**config.mk**
```make
export PLATFORM = sky130hd
export DESIGN_NAME = pbo_engine
export DESIGN_NICKNAME = d
export VERILOG_FILES = /design/src/hdl/pbo_pkg.sv /design/src/hdl/pbo_dma.sv /design/src/hdl/pbo_irq.sv /design/src/hdl/pbo_engine.sv
export SDC_FILE = /design/constraint.sdc
export NUM_CORES = 1
export LEC_CHECK = 0
export BUFFER_PORTS_ARGS = -buffer_cell sky130_fd_sc_hd__buf_2
export CAP_MARGIN = 20
export CORE_UTILIZATION = 52
export DETAILED_ROUTE_END_ITERATION = 8
export GPL_TIMING_DRIVEN = 0
export PLACE_DENSITY = 0.75
export SLEW_MARGIN = 30
export SYNTH_ARGS = -nofsm -noshare
export SYNTH_HDL_FRONTEND = slang
export SYNTH_SLANG_ARGS = --single-unit
export TNS_END_PERCENT = 20
```
**constraint.sdc**
```tcl
create_clock -name clock -period 1.7 [get_ports clock]
set_input_delay 0.17 -clock clock [delete_from_list [all_inputs] [get_ports clock]]
set_output_delay 0.17 -clock clock [all_outputs]
set_load 0.02 [all_outputs]
```
**src/hdl/pbo_pkg.sv**
```systemverilog
/*
  Shared constants, types and helpers for the packet buffer ownership engine.
  Assumes 16-bit host words and an 18-bit byte address into host memory.
*/
package pbo_pkg;
  localparam int ADDR_W = 18;
  localparam int DATA_W = 16;
  ////////////////////////////////////////////////////////////////////////////
  // Register window
  localparam logic [1:0] REG_CMD_PTR = 2'h0;
  localparam logic [1:0] REG_STATUS  = 2'h2;
  // Status register fields
  localparam int ST_FAIL = 15;
  localparam int ST_RMR  = 12;
  localparam int ST_REJ  = 11;
  localparam int ST_SSR  = 7;
  localparam int ST_IE   = 5;
  localparam int ST_VCK  = 4;
  localparam logic ST_VCK_RESET = 1'b1;
  ////////////////////////////////////////////////////////////////////////////
  // Command header fields
  localparam int HDR_ACK = 15;
  localparam int HDR_CVC = 14;
  localparam int FMT_HI  = 7;
  localparam int FMT_LO  = 5;
  localparam int LEN_HI  = 4;
  localparam int LEN_LO  = 3;
  localparam int CODE_HI = 4;
  localparam int CODE_LO = 0;
  localparam logic [2:0] FMT_IRQ_ON  = 3'h4;
  localparam logic [2:0] FMT_IRQ_OFF = 3'h0;
  localparam logic [1:0] LEN_FOUR    = 2'h0;
  localparam logic [1:0] PARMS_LONG  = 2'h3;
  localparam logic [1:0] PARMS_SHORT = 2'h1;
  localparam logic [4:0] CODE_READ    = 5'h01;
  localparam logic [4:0] CODE_SETCHAR = 5'h04;
  localparam logic [4:0] CODE_WRITE   = 5'h05;
  localparam logic [4:0] CODE_POS     = 5'h08;
  localparam logic [4:0] CODE_FORMAT  = 5'h09;
  localparam logic [4:0] CODE_XINIT   = 5'h0B;
  localparam logic [4:0] CODE_RELEASE = 5'h0E;
  localparam logic [4:0] CODE_GETSTAT = 5'h0F;
  ////////////////////////////////////////////////////////////////////////////
  // Message header word
  localparam int MSG_ACK = 15;
  localparam logic [3:0] MSG_END  = 4'h0;
  localparam logic [3:0] MSG_UNSOLICITED_ALERT = 4'h1;
  localparam logic [3:0] MSG_FAIL = 4'h2;
  localparam logic [3:0] MSG_REJ  = 4'h3;
  localparam logic [ADDR_W-1:0] WORD_STEP = 18'h00002;
  localparam logic [1:0] PIDX_ZERO = 2'h0;
  ////////////////////////////////////////////////////////////////////////////
  typedef struct packed {
    logic              we;
    logic [ADDR_W-1:0] addr;
    logic [DATA_W-1:0] data;
  } pbo_mreq_t;

  typedef enum logic [2:0] {
    ST_IDLE, ST_HDR, ST_PARM, ST_DECIDE, ST_EXEC, ST_MSG0, ST_MSG1, ST_FINISH
  } pbo_state_t;

  function automatic logic [DATA_W-1:0] status_image(
    input logic subsystem_ready_flag, input logic register_write_refused, input logic vck, input logic ie,
    input logic fail, input logic rej);
    logic [DATA_W-1:0] v;
    v = '0;
    v[ST_SSR]  = subsystem_ready_flag;
    v[ST_RMR]  = register_write_refused;
    v[ST_VCK]  = vck;
    v[ST_IE]   = ie;
    v[ST_FAIL] = fail;
    v[ST_REJ]  = rej;
    return v;
  endfunction

  function automatic logic legal_code(input logic [4:0] c);
    return c == CODE_READ || c == CODE_SETCHAR || c == CODE_WRITE ||
           c == CODE_POS || c == CODE_FORMAT || c == CODE_XINIT ||
           c == CODE_RELEASE || c == CODE_GETSTAT;
  endfunction
endpackage

```
**src/hdl/pbo_dma.sv**
```systemverilog
/*
  Single-word host memory mover: one read or write per go pulse.
  Assumes memory answers each held request with a one-cycle grant.
*/
`timescale 1ns/1ns
module pbo_dma import pbo_pkg::*; (
  // Clock and reset
  input  wire logic              clock,
  input  wire logic              resetn,
  // Engine side
  input  wire logic              go,
  input  wire pbo_mreq_t         req,
  output logic                   done_q,
  output logic                   err_q,
  output logic [DATA_W-1:0]      rdata_q,
  // Memory side
  output logic                   mem_req_q,
  output pbo_mreq_t              mem_q,
  input  wire logic              mem_gnt,
  input  wire logic              mem_err,
  input  wire logic [DATA_W-1:0] mem_rdata
);
  always_ff @(posedge clock) begin
    if (!resetn) begin
      mem_req_q <= 1'b0;
      mem_q     <= '0;
      done_q    <= 1'b0;
      err_q     <= 1'b0;
      rdata_q   <= '0;
    end else begin
      done_q <= 1'b0;
      if (go && !mem_req_q) begin
        mem_req_q <= 1'b1;
        mem_q     <= req;
      end else if (mem_req_q && mem_gnt) begin
        mem_req_q <= 1'b0;
        done_q    <= 1'b1;
        err_q     <= mem_err;
        rdata_q   <= mem_rdata;
      end
    end
  end
endmodule // pbo_dma

```
**src/hdl/pbo_irq.sv**
```systemverilog
/*
  Interrupt pulse on each rise of subsystem ready while interrupts are permitted.
  Assumes ready and permit are registered in the same clock domain.
*/
`timescale 1ns/1ns
module pbo_irq import pbo_pkg::*; (
  // Clock and reset
  input  wire logic clock,
  input  wire logic resetn,
  // Status in
  input  wire logic ready,
  input  wire logic permit,
  // Interrupt out
  output logic      irq_q
);
  logic ready_q;

  always_ff @(posedge clock) begin
    if (!resetn) begin
      ready_q <= 1'b1;
      irq_q   <= 1'b0;
    end else begin
      ready_q <= ready;
      irq_q   <= ready && !ready_q && permit; // RL24
    end
  end
endmodule // pbo_irq

```
**src/hdl/pbo_engine.sv**
```systemverilog
/*
  Packet engine: command pointer and status registers, packet fetch, message
  return and buffer ownership between host and device.
  Assumes a tape transport that takes a start pulse and answers with done,
  and a host memory that grants one word request at a time.
*/
// Chosen here: the register addresses and the plain strobed port.
// Notes on behaviour
// RL1: Host passes each command packet location by writing the command pointer.
// RL2: Set-characteristics command supplies the message buffer location for later messages.
// RL3: Each buffer has exactly one owner; only its owner hands it over.
// RL4: Pointer write gives command buffer to device and clears subsystem ready.
// RL5: Device returns command buffer with acknowledged message, then sets ready.
// RL6: Message without acknowledge means host still owns command buffer.
// RL7: Command without acknowledge: no message, only ready set and interrupt.
// RL8: Command completion sets ready and interrupts when permitted.
// RL9: Alert only when idle: clear ready, write message, set ready again.
// RL10: Pointer write while ready clear sets refused bit; command ignored.
// RL11: Alert messages always carry a clear acknowledge bit.
// RL12: Lost command keeps volume and permit bits; rejected command updates them.
// RL13: Initialization updates status; host owns both buffers.
// RL14: First host command must be acknowledged set-characteristics.
// RL15: Alert waits for next acknowledged command, then refuses that command.
// RL16: Release command: no message, ready set, device keeps message buffer.
// RL17: No second alert until host acknowledges the buffer holding the first.
// RL18: After release, host acknowledge bit has no effect.
// RL19: Memory or parity error during packet fetch always sends failure message.
// RL20: Host tolerates a nested interrupt after fatal device errors.
// RL21: Header bit 15 is acknowledge, handing message buffer to device.
// RL22: Header format 100 permits completion interrupt, 000 forbids it.
// RL23: Code bits 04:03 give four-word or two-word packet length.
// RL24: At most one interrupt per ready rise, only while permitted.
`timescale 1ns/1ns
module pbo_engine import pbo_pkg::*; (
  // Clock and reset
  input  wire logic              clock,
  input  wire logic              resetn,
  // Register port
  input  wire logic [1:0]        reg_addr,
  input  wire logic [DATA_W-1:0] reg_wdata,
  input  wire logic              reg_wr,
  input  wire logic              reg_rd,
  output logic [DATA_W-1:0]      reg_rdata_q,
  // Host memory
  output logic                   mem_req,
  output pbo_mreq_t              mem_out,
  input  wire logic              mem_gnt,
  input  wire logic              mem_err,
  input  wire logic [DATA_W-1:0] mem_rdata,
  // Transport
  input  wire logic              unsolicited_alert,
  input  wire logic              volume_change_in,
  output logic                   xport_start_q,
  output logic [DATA_W-1:0]      xport_hdr_q,
  output logic [DATA_W-1:0]      xport_parm_q,
  input  wire logic              xport_done,
  // Interrupt
  output logic                   irq
);
  pbo_state_t        st_q;
  logic              subsystem_ready_flag_q;
  logic              msg_own_q;
  logic              keep_q;
  logic              alert_pend_q;
  logic              issued_q;
  logic              dma_go_q;
  logic [3:0]        kind_q;
  logic              mack_q;
  logic [ADDR_W-1:0] command_pointer_register_q;
  logic [ADDR_W-1:0] faddr_q;
  logic [ADDR_W-1:0] msg_addr_q;
  logic [DATA_W-1:0] hdr_q;
  logic [DATA_W-1:0] p0_q;
  logic [DATA_W-1:0] p1_q;
  logic [1:0]        left_q;
  logic [1:0]        pidx_q;
  logic              register_write_refused_q;
  logic              volume_change_flag_q;
  logic              interrupt_permit_latch_q;
  logic              fail_q;
  logic              rej_q;
  logic              dma_done;
  logic              dma_err;
  logic [DATA_W-1:0] dma_rdata;
  pbo_mreq_t         dreq;
  logic              cmd_wr;
  logic              accept;
  logic              own_now;
  logic              alert_go;
  logic              upd_ctl;
  logic              dma_state;
  logic [4:0]        code;

  ////////////////////////////////////////////////////////////////////////////
  // Decode
  assign code      = hdr_q[CODE_HI:CODE_LO];
  assign cmd_wr    = reg_wr && reg_addr == REG_CMD_PTR;
  assign accept    = cmd_wr && subsystem_ready_flag_q; // RL1
  assign own_now   = msg_own_q || hdr_q[HDR_ACK]; // RL21 RL18
  assign alert_go  = st_q == ST_DECIDE && alert_pend_q && own_now; // RL15
  assign upd_ctl   = st_q == ST_DECIDE && !alert_go; // RL12
  assign dma_state = st_q == ST_HDR || st_q == ST_PARM ||
                     st_q == ST_MSG0 || st_q == ST_MSG1;

  always_comb begin
    dreq = '0;
    case (st_q)
      ST_HDR:  dreq.addr = command_pointer_register_q;
      ST_PARM: dreq.addr = faddr_q;
      ST_MSG0: begin
        dreq.we           = 1'b1;
        dreq.addr         = msg_addr_q;
        dreq.data[3:0]    = kind_q;
        dreq.data[MSG_ACK] = mack_q; // RL5 RL11
      end
      ST_MSG1: begin
        dreq.we   = 1'b1;
        dreq.addr = msg_addr_q + WORD_STEP;
        dreq.data = status_image(subsystem_ready_flag_q, register_write_refused_q,
                                 volume_change_flag_q, interrupt_permit_latch_q,
                                 fail_q, rej_q);
      end
      default: dreq = '0;
    endcase
  end

  ////////////////////////////////////////////////////////////////////////////
  // Ownership and sequencing
  always_ff @(posedge clock) begin
    if (!resetn) begin
      st_q                       <= ST_IDLE;
      subsystem_ready_flag_q     <= 1'b1; // RL13
      msg_own_q                  <= 1'b0; // RL13
      keep_q                     <= 1'b0;
      issued_q                   <= 1'b0;
      dma_go_q                   <= 1'b0;
      kind_q                     <= MSG_END;
      mack_q                     <= 1'b0;
      command_pointer_register_q <= '0;
      faddr_q                    <= '0;
      msg_addr_q                 <= '0;
      hdr_q                      <= '0;
      p0_q                       <= '0;
      p1_q                       <= '0;
      left_q                     <= '0;
      pidx_q                     <= PIDX_ZERO;
      xport_start_q              <= 1'b0;
      xport_hdr_q                <= '0;
      xport_parm_q               <= '0;
    end else begin
      dma_go_q      <= 1'b0;
      xport_start_q <= 1'b0;
      if (dma_state && !issued_q) begin
        dma_go_q <= 1'b1;
        issued_q <= 1'b1;
      end else if (dma_done) begin
        issued_q <= 1'b0;
      end
      case (st_q)
        ST_IDLE: begin
          if (accept) begin
            command_pointer_register_q <= ADDR_W'(reg_wdata);
            faddr_q                    <= ADDR_W'(reg_wdata) + WORD_STEP;
            subsystem_ready_flag_q     <= 1'b0; // RL4
            pidx_q                     <= PIDX_ZERO;
            st_q                       <= ST_HDR;
          end else if (alert_pend_q && msg_own_q) begin // RL9 RL17
            subsystem_ready_flag_q <= 1'b0; // RL9
            kind_q                 <= MSG_UNSOLICITED_ALERT;
            mack_q                 <= 1'b0; // RL11
            keep_q                 <= 1'b0; // RL16
            st_q                   <= ST_MSG0;
          end
        end
        ST_HDR: begin
          if (dma_done && dma_err) begin
            kind_q <= MSG_FAIL; // RL19
            mack_q <= 1'b0;
            st_q   <= ST_MSG0;
          end else if (dma_done) begin
            hdr_q  <= dma_rdata;
            left_q <= dma_rdata[LEN_HI:LEN_LO] == LEN_FOUR ? PARMS_LONG : PARMS_SHORT; // RL23
            st_q   <= ST_PARM;
          end
        end
        ST_PARM: begin
          if (dma_done && dma_err) begin
            kind_q <= MSG_FAIL; // RL19
            mack_q <= 1'b0;
            st_q   <= ST_MSG0;
          end else if (dma_done) begin
            if (pidx_q == PIDX_ZERO) begin
              p0_q <= dma_rdata;
            end else if (pidx_q == 2'h1) begin
              p1_q <= dma_rdata; // RL2
            end
            pidx_q  <= pidx_q + 2'h1;
            faddr_q <= faddr_q + WORD_STEP;
            left_q  <= left_q - 2'h1;
            if (left_q == PARMS_SHORT) begin
              st_q <= ST_DECIDE;
            end
          end
        end
        ST_DECIDE: begin
          msg_own_q <= own_now; // RL3 RL18
          if (alert_go) begin
            kind_q <= MSG_UNSOLICITED_ALERT; // RL15
            mack_q <= 1'b0; // RL11
            keep_q <= 1'b0;
            st_q   <= ST_MSG0;
          end else if (!legal_code(code)) begin
            kind_q <= MSG_REJ;
            mack_q <= 1'b1;
            st_q   <= own_now && !keep_q ? ST_MSG0 : ST_FINISH;
          end else begin
            if (code == CODE_SETCHAR) begin
              msg_addr_q <= {p1_q[ADDR_W-DATA_W-1:0], p0_q}; // RL2
            end
            xport_start_q <= 1'b1;
            xport_hdr_q   <= hdr_q;
            xport_parm_q  <= p0_q;
            st_q          <= ST_EXEC;
          end
        end
        ST_EXEC: begin
          if (xport_done) begin
            if (!msg_own_q || keep_q || code == CODE_RELEASE) begin
              keep_q <= msg_own_q; // RL16 RL7
              st_q   <= ST_FINISH;
            end else begin
              kind_q <= MSG_END;
              mack_q <= 1'b1; // RL5
              st_q   <= ST_MSG0;
            end
          end
        end
        ST_MSG0: begin
          if (dma_done) begin
            st_q <= ST_MSG1;
          end
        end
        ST_MSG1: begin
          if (dma_done) begin
            msg_own_q <= 1'b0; // RL3
            st_q      <= ST_FINISH;
          end
        end
        ST_FINISH: begin
          subsystem_ready_flag_q <= 1'b1; // RL8 RL5
          st_q                   <= ST_IDLE;
        end
        default: st_q <= ST_IDLE;
      endcase
    end
  end

  ////////////////////////////////////////////////////////////////////////////
  // Alert queue
  always_ff @(posedge clock) begin
    if (!resetn) begin
      alert_pend_q <= 1'b0;
    end else if (unsolicited_alert) begin
      alert_pend_q <= 1'b1;
    end else if (alert_go || (st_q == ST_IDLE && !accept && msg_own_q)) begin
      alert_pend_q <= 1'b0; // RL15
    end
  end

  ////////////////////////////////////////////////////////////////////////////
  // Status bits
  always_ff @(posedge clock) begin
    if (!resetn) begin
      register_write_refused_q <= 1'b0;
      volume_change_flag_q     <= ST_VCK_RESET; // RL13
      interrupt_permit_latch_q <= 1'b0;
      fail_q                   <= 1'b0;
      rej_q                    <= 1'b0;
    end else begin
      if (cmd_wr && !subsystem_ready_flag_q) begin
        register_write_refused_q <= 1'b1; // RL10
      end else if (accept) begin
        register_write_refused_q <= 1'b0;
      end
      if (volume_change_in) begin
        volume_change_flag_q <= 1'b1;
      end else if (upd_ctl && hdr_q[HDR_CVC]) begin
        volume_change_flag_q <= 1'b0; // RL12
      end
      if (upd_ctl) begin
        interrupt_permit_latch_q <= hdr_q[FMT_HI:FMT_LO] == FMT_IRQ_ON; // RL22 RL12
      end
      if (dma_done && dma_err && (st_q == ST_HDR || st_q == ST_PARM)) begin
        fail_q <= 1'b1; // RL19
      end else if (accept) begin
        fail_q <= 1'b0;
      end
      if (upd_ctl && !legal_code(code)) begin
        rej_q <= 1'b1;
      end else if (accept) begin
        rej_q <= 1'b0;
      end
    end
  end

  ////////////////////////////////////////////////////////////////////////////
  // Register read
  always_ff @(posedge clock) begin
    if (!resetn) begin
      reg_rdata_q <= '0;
    end else if (reg_rd && reg_addr == REG_STATUS) begin
      reg_rdata_q <= status_image(subsystem_ready_flag_q, register_write_refused_q,
                                  volume_change_flag_q, interrupt_permit_latch_q,
                                  fail_q, rej_q);
    end else if (reg_rd && reg_addr == REG_CMD_PTR) begin
      reg_rdata_q <= command_pointer_register_q[DATA_W-1:0];
    end else begin
      reg_rdata_q <= '0;
    end
  end

  ////////////////////////////////////////////////////////////////////////////
  // Leaves
  pbo_dma u_dma (
    .clock     (clock),
    .resetn    (resetn),
    .go        (dma_go_q),
    .req       (dreq),
    .done_q    (dma_done),
    .err_q     (dma_err),
    .rdata_q   (dma_rdata),
    .mem_req_q (mem_req),
    .mem_q     (mem_out),
    .mem_gnt   (mem_gnt),
    .mem_err   (mem_err),
    .mem_rdata (mem_rdata)
  );

  pbo_irq u_irq (
    .clock  (clock),
    .resetn (resetn),
    .ready  (subsystem_ready_flag_q),
    .permit (interrupt_permit_latch_q),
    .irq_q  (irq)
  );
endmodule // pbo_engine

```
==> flow_summary.yaml, run 1 <==
run_status:
  status: "complete, but fails checks"
  violations: "setup timing"
global_routing:
  grt_pass1_wl_um: 46000
  grt_pass1_vias: 8254
  grt_usage_pct: 33.0
  grt_max_degree: 17
  grt_remaining_overflow: 0
  antenna_found_initial: 0
sta:
  fin_crit_ns: 1.83
  rsz0062_at_grt: "true"
  whs_ns: 0.00817
  slew_violations: 0
  fin_skew_ns: 0.00823
  setup_violations: 49
  fmax_mhz: 546
  fin_crit_sh_pct: 108
  setup_tns_ns: -1.56
  relSlewSlack_pct: 44.0
  tightest_slew_ns: 0.840
  finalHoldViolCount: 0
  layout_setup_ws_ns: -0.132
finish:
  fin_area_um2: 11900
  fin_util_pct: 70.9
  antenna_cells: 0
  drive_above_1_share_pct: 27.8
  fin_nets: 1340
  syn_to_final_growth_pct: 31.8
  fin_cells: 1526
placement:
  port_buffers: 118
  dpl.hpwl_um: 20700
  dp_cells: 1420
  pre_cts_ws_ns: -0.542
  place_congestion: 0.931
  place_area_um2: 9950
worst_hold_path:
  worstHoldPathType: "in2reg"
  holdPathEnd: "command_pointer_register_q[8]"
  hold_path_depth: 3
  min_from: "reg_wdata[8]"
critical_path:
  ff2ff_path_depth: 8
  crit_arrival_ns: 2.25
  reg2reg_to: "faddr_q[6]"
  startpoint_type: "register"
  reg2reg_setup_slack_ns: -0.13
  crit_required_ns: 2.12
  timing.rr.start: "subsystem_ready_flag_q"
  critPathCaptureType: "register"
  crit_fanout: 10
  critical_path_class: "reg2reg"
floorplanning:
  rows: 47
  fp.dieW_um: 134
  core_area_um2: 16800
  die_y_um: 134
  die_area_um2: 17900
  start_util_pct: 53.8
  io_pins: 129
drt:
  first_pass_iters: 6
  dr.first_iter.drc_count: 1019
  drt-total-wl_um: 31000
  ant_nets: 0
  remaining_drc_errors: 0
  via_per_inst: 6.04
  wire_per_inst_um: 20.3
  vias: 9222
job:
  maxCapViolCount: 0
synthesis:
  yosysSeqAreaShare_pct: 45.1
  yosysUniqueCellTypes: 78
  yosys_warnings: 0
  synth-edff-count: 0
  avgSynthCellArea_um2: 8.42
  synthFlopType: "dfxtp_1"
  ys_ff_latch: 204
  async_reset_ff_share_pct: 0
  netlist_area_um2: 9050
  synth_cells: 1075
pwr:
  p_total_mw: 13.4
  power_leakage_nw: 4.78
  power_density_nw_per_um2: 1120
  vdd_drop_max_uv: 723
clocking:
  cts_made_buffers: 21
  cts.sinks: 204
  htree_levels: 1
  clk-insertion-delay-late_ns: 0.50
  path_clk_slew_ns: 0.07
  cts_buffer_depth: 3
  cts_tree: "done"
  root_buffer: "clkbuf_16"
==> layer usage <==
layer | GRT usage (%) | part of all wire, % | up-vias
met2 | 53.3 | 45 | 585
li1 | - | - | 4197
met1 | 44.6 | 41 | 4331
met5 | 0 | 0 | -
met4 | 11.4 | 4.1 | 0
met3 | 5.40 | 9.8 | 109
==> worst max-delay path by stage <==
stage	from	slack [ns]	end	cells past startpoint
finish	subsystem_ready_flag_q	-0.13	faddr_q[6]	8
global route	st_q[0]	-0.15	kind_q[1]	5
CTS	st_q[0]	-0.05	kind_q[1]	5
detailed placement	resetn	-0.54	u_dma.mem_q[1]	5
global placement	resetn	-0.49	kind_q[0]	5
floorplan	st_q[0]	0.04	kind_q[1]	5
==> power breakdown <==
group          total [mW]  internal, mW  switching, mW
Sequential           5.36          5.06          0.295
Clock                4.35          2.38           1.97
Combinational        3.67          1.43           2.24
Total                13.4          8.87           4.50
==> Yosys cell counts (7+ instances only) <==
| library cell | count | area (um2) |
|---|---|---|
| nor3_1 | 21 | 105 |
| a22o_1 | 18 | 158 |
| nor2_1 | 71 | 267 |
| inv_1 | 15 | 56.3 |
| a21oi_1 | 132 | 661 |
| buf_4 | 19 | 143 |
| a221oi_1 | 7 | 61.3 |
| o21ai_0 | 40 | 200 |
| xnor2_1 | 12 | 105 |
| a22oi_1 | 9 | 67.6 |
| nand2b_1 | 8 | 50.1 |
| xor2_1 | 18 | 158 |
| nand3_1 | 35 | 175 |
| buf_2 | 19 | 95.1 |
| mux2i_1 | 40 | 400 |
| a31oi_1 | 7 | 43.8 |
| and3_1 | 13 | 81.3 |
| clkbuf_1 | 35 | 131 |
| nand2_1 | 215 | 807 |
| dfxtp_1 | 204 | 4080 |
| and2_1 | 17 | 106 |
==> repair_timing <==
item	CTS	global route
resized for setup	79	122
setup buffers	16	16
cloned	1	4
pin swaps	5	31
hold buffers	36	0
endpoints found under the hold margin	39	0
endpoints found under the setup margin	145	154
==> kinds of logic (layout without fill, tap and decap cells) <==
kind of cell	Yosys count	in the layout	synth area share [%]
other	1	8	0.0414
AND/OR/NAND/NOR	425	425	21.7
multiplexers	42	42	4.67
AO/OA/AOI/OAI	271	271	19.3
flip-flops	204	204	45.1
adder cells (fa/ha/maj)	6	6	0.829
buffers and inverters	96	320	5.53
XOR/XNOR	30	30	2.90
==> state kept, by name (all words and copies together), names as in the netlist, 2 cells and up <==
name	cells
left_q	2
faddr_q	18
p0_q	16
msg_addr_q	18
command_pointer_register_q	16
xport_hdr_q	16
pidx_q	2
p1_q	2
xport_parm_q	16
kind_q	2
u_dma.rdata_q	16
reg_rdata_q	16
st_q	3
u_dma.mem_q	27
hdr_q	16
==> worst max-delay path, stage by stage, from the launching register on <==
cell,delay [ns]
dfxtp_4,0.40
nand4bb_4,0.16
buf_6,0.19
o22ai_2,0.18
and2_1,0.18
buf_6,0.17
buf_8,0.16
o21ai_0,0.11
a21oi_1,0.19
==> placed cells by master, fill, tap and decap left out, types with 20 or more instances in the layout <==
| cell | Yosys | layout |
|---|---|---|
| a21oi_1 | 132 | 122 |
| buf_2 | 19 | 123 |
| buf_4 | 19 | 42 |
| clkbuf_1 | 35 | 22 |
| clkbuf_16 | 0 | 24 |
| dfxtp_1 | 204 | 188 |
| dlygate4sd3_1 | 0 | 36 |
| mux2i_1 | 40 | 40 |
| nand2_1 | 215 | 189 |
| nand2_2 | 0 | 20 |
| nand3_1 | 35 | 31 |
| nor2_1 | 71 | 67 |
| o21ai_0 | 40 | 37 |
==> layout make-up <==
class	instances	area (um2)
Buffer	75	612
Clock buffer	26	564
Clock inverter	12	73.8
Fill cell	1309	4890
Inverter	16	63.8
Multi-Input combinational cell	782	4920
Sequential cell	204	4110
Tap cell	220	275
Timing Repair Buffer	191	1310
(Power assumes the default switching activity.)
==> run 2, diff against run 1 <==
Settings changed: CORE_UTILIZATION 52 to 30, PLACE_DENSITY 0.75 to 0.48.
Clock period 1.7 ns to 1.5 ns, I/O delays scaled along.
==> run 2 against run 1 <==
The flow still finishes with violations (setup timing). Largest cell class unchanged. Sequential share of layout area shrank 3.9 points. Critical endpoint is now st_q[1]. Sequential power grew 14%. Register-to-register slack lost 0.18 ns. Flip-flop and latch count is the same. Global-route usage shrank 10 points. Die area grew 72%. Critical path type unchanged.
==> flow_summary.yaml, run 2 (synthesis results as in run 1) <==
run_status:
  status: "complete, but fails checks"
  violations: "setup timing"
global_routing:
  grt_usage_pct: 23.0
  grt_pass1_vias: 8806
  grt_remaining_overflow: 0
  grt_pass1_wl_um: 53800
  grt_max_degree: 14
  antenna_found_initial: 0
finish:
  layout_common_cells: "dfxtp_1, nand2_1, buf_2"
  fin_nets: 1398
  syn_to_final_growth_pct: 49.2
  fin_util_pct: 45.6
  largest_register: "u_dma.mem_q"
  drive_above_1_share_pct: 37.6
  n_fill_cell: 2960
  layout_commonest_cell: "dfxtp_1"
  largest_reg_flops: 27
  antenna_cells: 0
  reg_top3: "u_dma.mem_q (27), faddr_q (18), msg_addr_q (18)"
critical_path:
  cp_slowest_stage_delay_ns: 0.35
  critPathCaptureType: "register"
  crit_required_ns: 1.95
  path_cells: "buf_2 > buf_4 > nand2_2 > o221a_2 > a311oi_2 > buf_4 > o21ai_1 > a31oi_1"
  crit_fanout: 4
  ff2ff_path_depth: 8
  startpoint_type: "register"
  path_common_cell: "buf_4"
  critPathSlowestCell: "dfxtp_2"
  critical_path_class: "reg2reg"
  crit_arrival_ns: 2.26
drt:
  remaining_drc_errors: 0
  top_layer_used: "met4"
  dr.first_iter.drc_count: 741
  vias: 9208
  drt-total-wl_um: 36800
  wl_met3_um: 2540
  wl_met1_um: 15900
  ant_nets: 0
  met2_wirelength_um: 17000
  first_pass_iters: 5
  wire_per_inst_um: 21.0
  via_per_inst: 5.25
placement:
  dpl.hpwl_um: 25200
  place_congestion: 0.909
  pre_cts_ws_ns: -0.676
  port_buffers: 118
sta:
  setup_violations: 150
  finalHoldViolCount: 0
  whs_ns: 0.00954
  layout_setup_ws_ns: -0.313
  fin_skew_ns: 0.0164
  rsz0062_at_grt: "true"
  setup_tns_ns: -25.05
  relSlewSlack_pct: 31.2
  fmax_mhz: 552
  tightest_slew_ns: 1.03
  fin_crit_ns: 1.81
  fin_crit_sh_pct: 121
  slew_violations: 0
floorplanning:
  core_area_um2: 29600
  io_pins: 129
  fp.dieW_um: 176
  die_y_um: 176
  start_util_pct: 30.6
  rows: 63
  die_area_um2: 30900
worst_hold_path:
  worstHoldPathType: "in2reg"
  hold_path_depth: 4
job:
  maxCapViolCount: 0
pwr:
  p_total_mw: 17.7
  power_leakage_nw: 5.69
  power_density_nw_per_um2: 1310
  vdd_drop_max_uv: 1110
clocking:
  clk-insertion-delay-late_ns: 0.54
  cts_made_buffers: 25
  cts_buffer_depth: 3
  cts.sinks: 204
  root_buffer: "clkbuf_16"
  path_clk_slew_ns: 0.06
  htree_levels: 1
  cts_tree: "done"
-- run 2: path summary, 6_finish.rpt --
| check | from | to | slack [ns] |
|---|---|---|---|
| worst min-delay path | reg_wdata[1] | faddr_q[1] | 0.01 |
| worst max register to register | st_q[1] | st_q[1] | -0.31 |
| worst min register to register | u_irq.ready_q | u_irq.irq_q | 0.40 |
| worst max-delay path | st_q[1] | st_q[1] | -0.31 |
-- run 2: metrics by stage --
stage / area [um2] / cells
6_report: 13500 / 1755
5_1_grt: 13500 / 1755
4_1_cts: 12600 / 1719
3_5_place_dp: 10200 / 1590
3_3_place_gp: 10200 / 1590
2_1_floorplan: 9130 / 1082
-- run 2: report_power, final --
group	switching (mW)	internal (mW)	total, mW
clock	2.46	3.53	5.99
sequential	0.392	5.74	6.13
combinational	2.99	2.56	5.55
total	5.85	11.8	17.7
-- run 2: final cells by class --
class	count	area (um2)	area share, %
clock inverter	12	141	1.05
buffer	73	706	5.22
timing repair buffer	247	1960	14.5
multi-input combinational	782	5350	39.6
sequential	204	4140	30.6
tap	390	488	3.61
inverter	16	60.1	0.445
clock buffer	31	668	4.95
-- run 2: worst max-delay path: cells and delay by family (launching register included) --
family,cells,cell delay [ns]
DFF,1,0.35
and+or+nand+nor,1,0.05
AOI/OAI and AO/OA,4,0.86
buffers and inverters,3,0.48
-- run 2: what timing repair did --
action / 4_1_cts / 5_1_grt
hold endpoints to repair: 42 / 0
endpoints found under the setup margin: 173 / 170
pin swaps: 41 / 78
gates cloned: 5 / 5
resized for setup: 209 / 167
buffers inserted: 49 / 33
hold buffers: 38 / 0
-- run 2: routing by layer --
layer / up-vias / global-route usage, %
li1: 4314 / -
met4: 0 / 9.71
met3: 75 / 4.85
met2: 344 / 36.7
met5: - / 0
met1: 4475 / 30.0
==> run 3, diff against run 2 <==
Settings changed: CORE_ASPECT_RATIO set to 1.1, SLEW_MARGIN 30 to unset.
==> run 3 against run 2 <==
Sequential share of layout area up 1.3 points. Count of clock-buffer cells in the layout decreased by 1. Critical path type unchanged. The flow still finishes with violations (setup timing). Flip-flop and latch count unchanged. Power is 0.45% lower. Utilization is 1.6 points lower.
==> flow_summary.yaml, run 3 (synthesis results as in run 1) <==
drt:
  drt-total-wl_um: 34500
  remaining_drc_errors: 0
  via_per_inst: 5.20
  first_pass_iters: 5
  dr.first_iter.drc_count: 537
  wire_per_inst_um: 20.2
  vias: 8899
  ant_nets: 0
finish:
  antenna_cells: 0
  fin_util_pct: 43.9
  fin_nets: 1372
  largest_reg_flops: 27
  layout_commonest_cell: "nand2_1"
  largest_register: "u_dma.mem_q"
  layout_common_cells: "nand2_1, dfxtp_1, buf_2"
  seqCellArea_um2: 4150
  multiInputGateArea_um2: 5180
  syn_to_final_growth_pct: 43.8
  drive_above_1_share_pct: 34.5
  n_fill_cell: 2976
  reg_top3: "u_dma.mem_q (27), faddr_q (18), msg_addr_q (18)"
  fin_area_um2: 13000
sta:
  slew_violations: 0
  relSlewSlack_pct: 38.0
  fin_crit_ns: 1.73
  setup_violations: 140
  setup_tns_ns: -13.72
  fin_crit_sh_pct: 115
  fmax_mhz: 579
  layout_setup_ws_ns: -0.228
  finalHoldViolCount: 0
  tightest_slew_ns: 0.929
  whs_ns: 0.0397
  rsz0062_at_grt: "true"
  fin_skew_ns: 0.00782
placement:
  dpl.hpwl_um: 24800
  place_area_um2: 10200
  place_congestion: 0.913
  port_buffers: 118
worst_hold_path:
  worstHoldPathType: "in2reg"
floorplanning:
  start_util_pct: 30.5
  core_area_um2: 29600
  fp.dieW_um: 168
  die_y_um: 184
  io_pins: 129
  rows: 66
  die_area_um2: 30900
critical_path:
  critPathSlowestCell: "or4b_4"
  startpoint_type: "register"
  crit_fanout: 10
  path_delay_family: "compound AO/OA/AOI/OAI gates"
  cp_slowest_stage_delay_ns: 0.55
  crit_arrival_ns: 2.14
  critPathCaptureType: "register"
  path_cells: "buf_8 > or4b_4 > a22oi_4 > o211ai_1 > o311a_1"
  path_buf_inv: 1
  critical_path_class: "reg2reg"
  crit_required_ns: 1.91
clocking:
  path_clk_slew_ns: 0.06
  cts_made_buffers: 24
  cts_tree: "done"
  cts_buffer_depth: 3
  root_buffer: "clkbuf_16"
  cts.sinks: 204
  clk-insertion-delay-late_ns: 0.52
  htree_levels: 1
global_routing:
  grt_remaining_overflow: 0
  antenna_found_initial: 0
  grt_usage_pct: 21.5
  grt_pass1_wl_um: 50400
  grt_max_degree: 13
  grt_pass1_vias: 8391
job:
  maxCapViolCount: 0
run_status:
  violations: "setup timing"
  status: "complete, but fails checks"
pwr:
  power_density_nw_per_um2: 1350
  power_leakage_nw: 5.21
  vdd_drop_max_uv: 810
[run 3: changes by cell type in the layout (fill, tap and decap cells not counted), moves of 5 or more]
cell,previous run,this run
a21oi_2,52,35
nand2_1,165,184
buf_4,66,57
nand2_4,31,13
a21oi_1,80,96
o21ai_0,23,28
dfxtp_2,15,20
buf_8,12,6
dfxtp_1,180,172
[run 3: power by group]
part           internal [mW]  total, mW  switching, mW
Sequential              5.75       6.14          0.399
Combinational           2.24       5.07           2.83
Clock                   4.02       6.38           2.36
Total                   12.0       17.6           5.59
[run 3: area by class of cell]
class	instances	area share, %
tap	374	3.59
buffer	70	5.13
inverter	16	0.480
timing repair buffer	225	12.5
multi-input combinational	782	39.8
clock buffer	30	5.18
clock inverter	10	1.39
sequential	204	31.9
[run 3: final timing paths]
check                 from          end  slack [ns]  cells past startpoint
max                st_q[1]    kind_q[1]       -0.23                      5
min           reg_wdata[1]   faddr_q[1]        0.04                      4
max reg2reg        st_q[1]    kind_q[1]       -0.23                      5
min reg2reg  u_irq.ready_q  u_irq.irq_q        0.39                      1
[run 3: tightest hold or removal path, delay by kind of cell]
family          cells  cell delay, ns
compound gates      2            0.11
simple gates        1            0.06
buf+inv             1            0.19
[run 3: what timing repair did]
action                     CTS  global route
hold endpoints to repair    39             0
setup endpoints to repair  175           163
gates cloned                 3             1
hold buffers                39             0
pin swaps                   17            57
buffers inserted            25            39
resized for setup          148           181
[run 3: per-layer routing]
metal | wire (um) | vias to the layer above | share of wire [%] | GRT usage, %
met1 | 14900 | 4278 | 43 | 27.3
met2 | 16400 | 304 | 48 | 37.4
met3 | 2050 | 61 | 5.9 | 2.86
met4 | 1200 | 0 | 3.5 | 7.34
li1 | - | 4256 | - | -
met5 | 0 | - | 0 | 0
[run 3: through the flow]
step | total power, mW | worst slack (ns) | cells
after global placement | 9.57 | -0.860 | 1574
after global routing | 18.2 | -0.263 | 1711
after detailed placement | 9.54 | -0.863 | 1574
final | 17.6 | -0.228 | 1711
after floorplan | 8.32 | -0.147 | 1082
after CTS | 16.8 | -0.230 | 1676
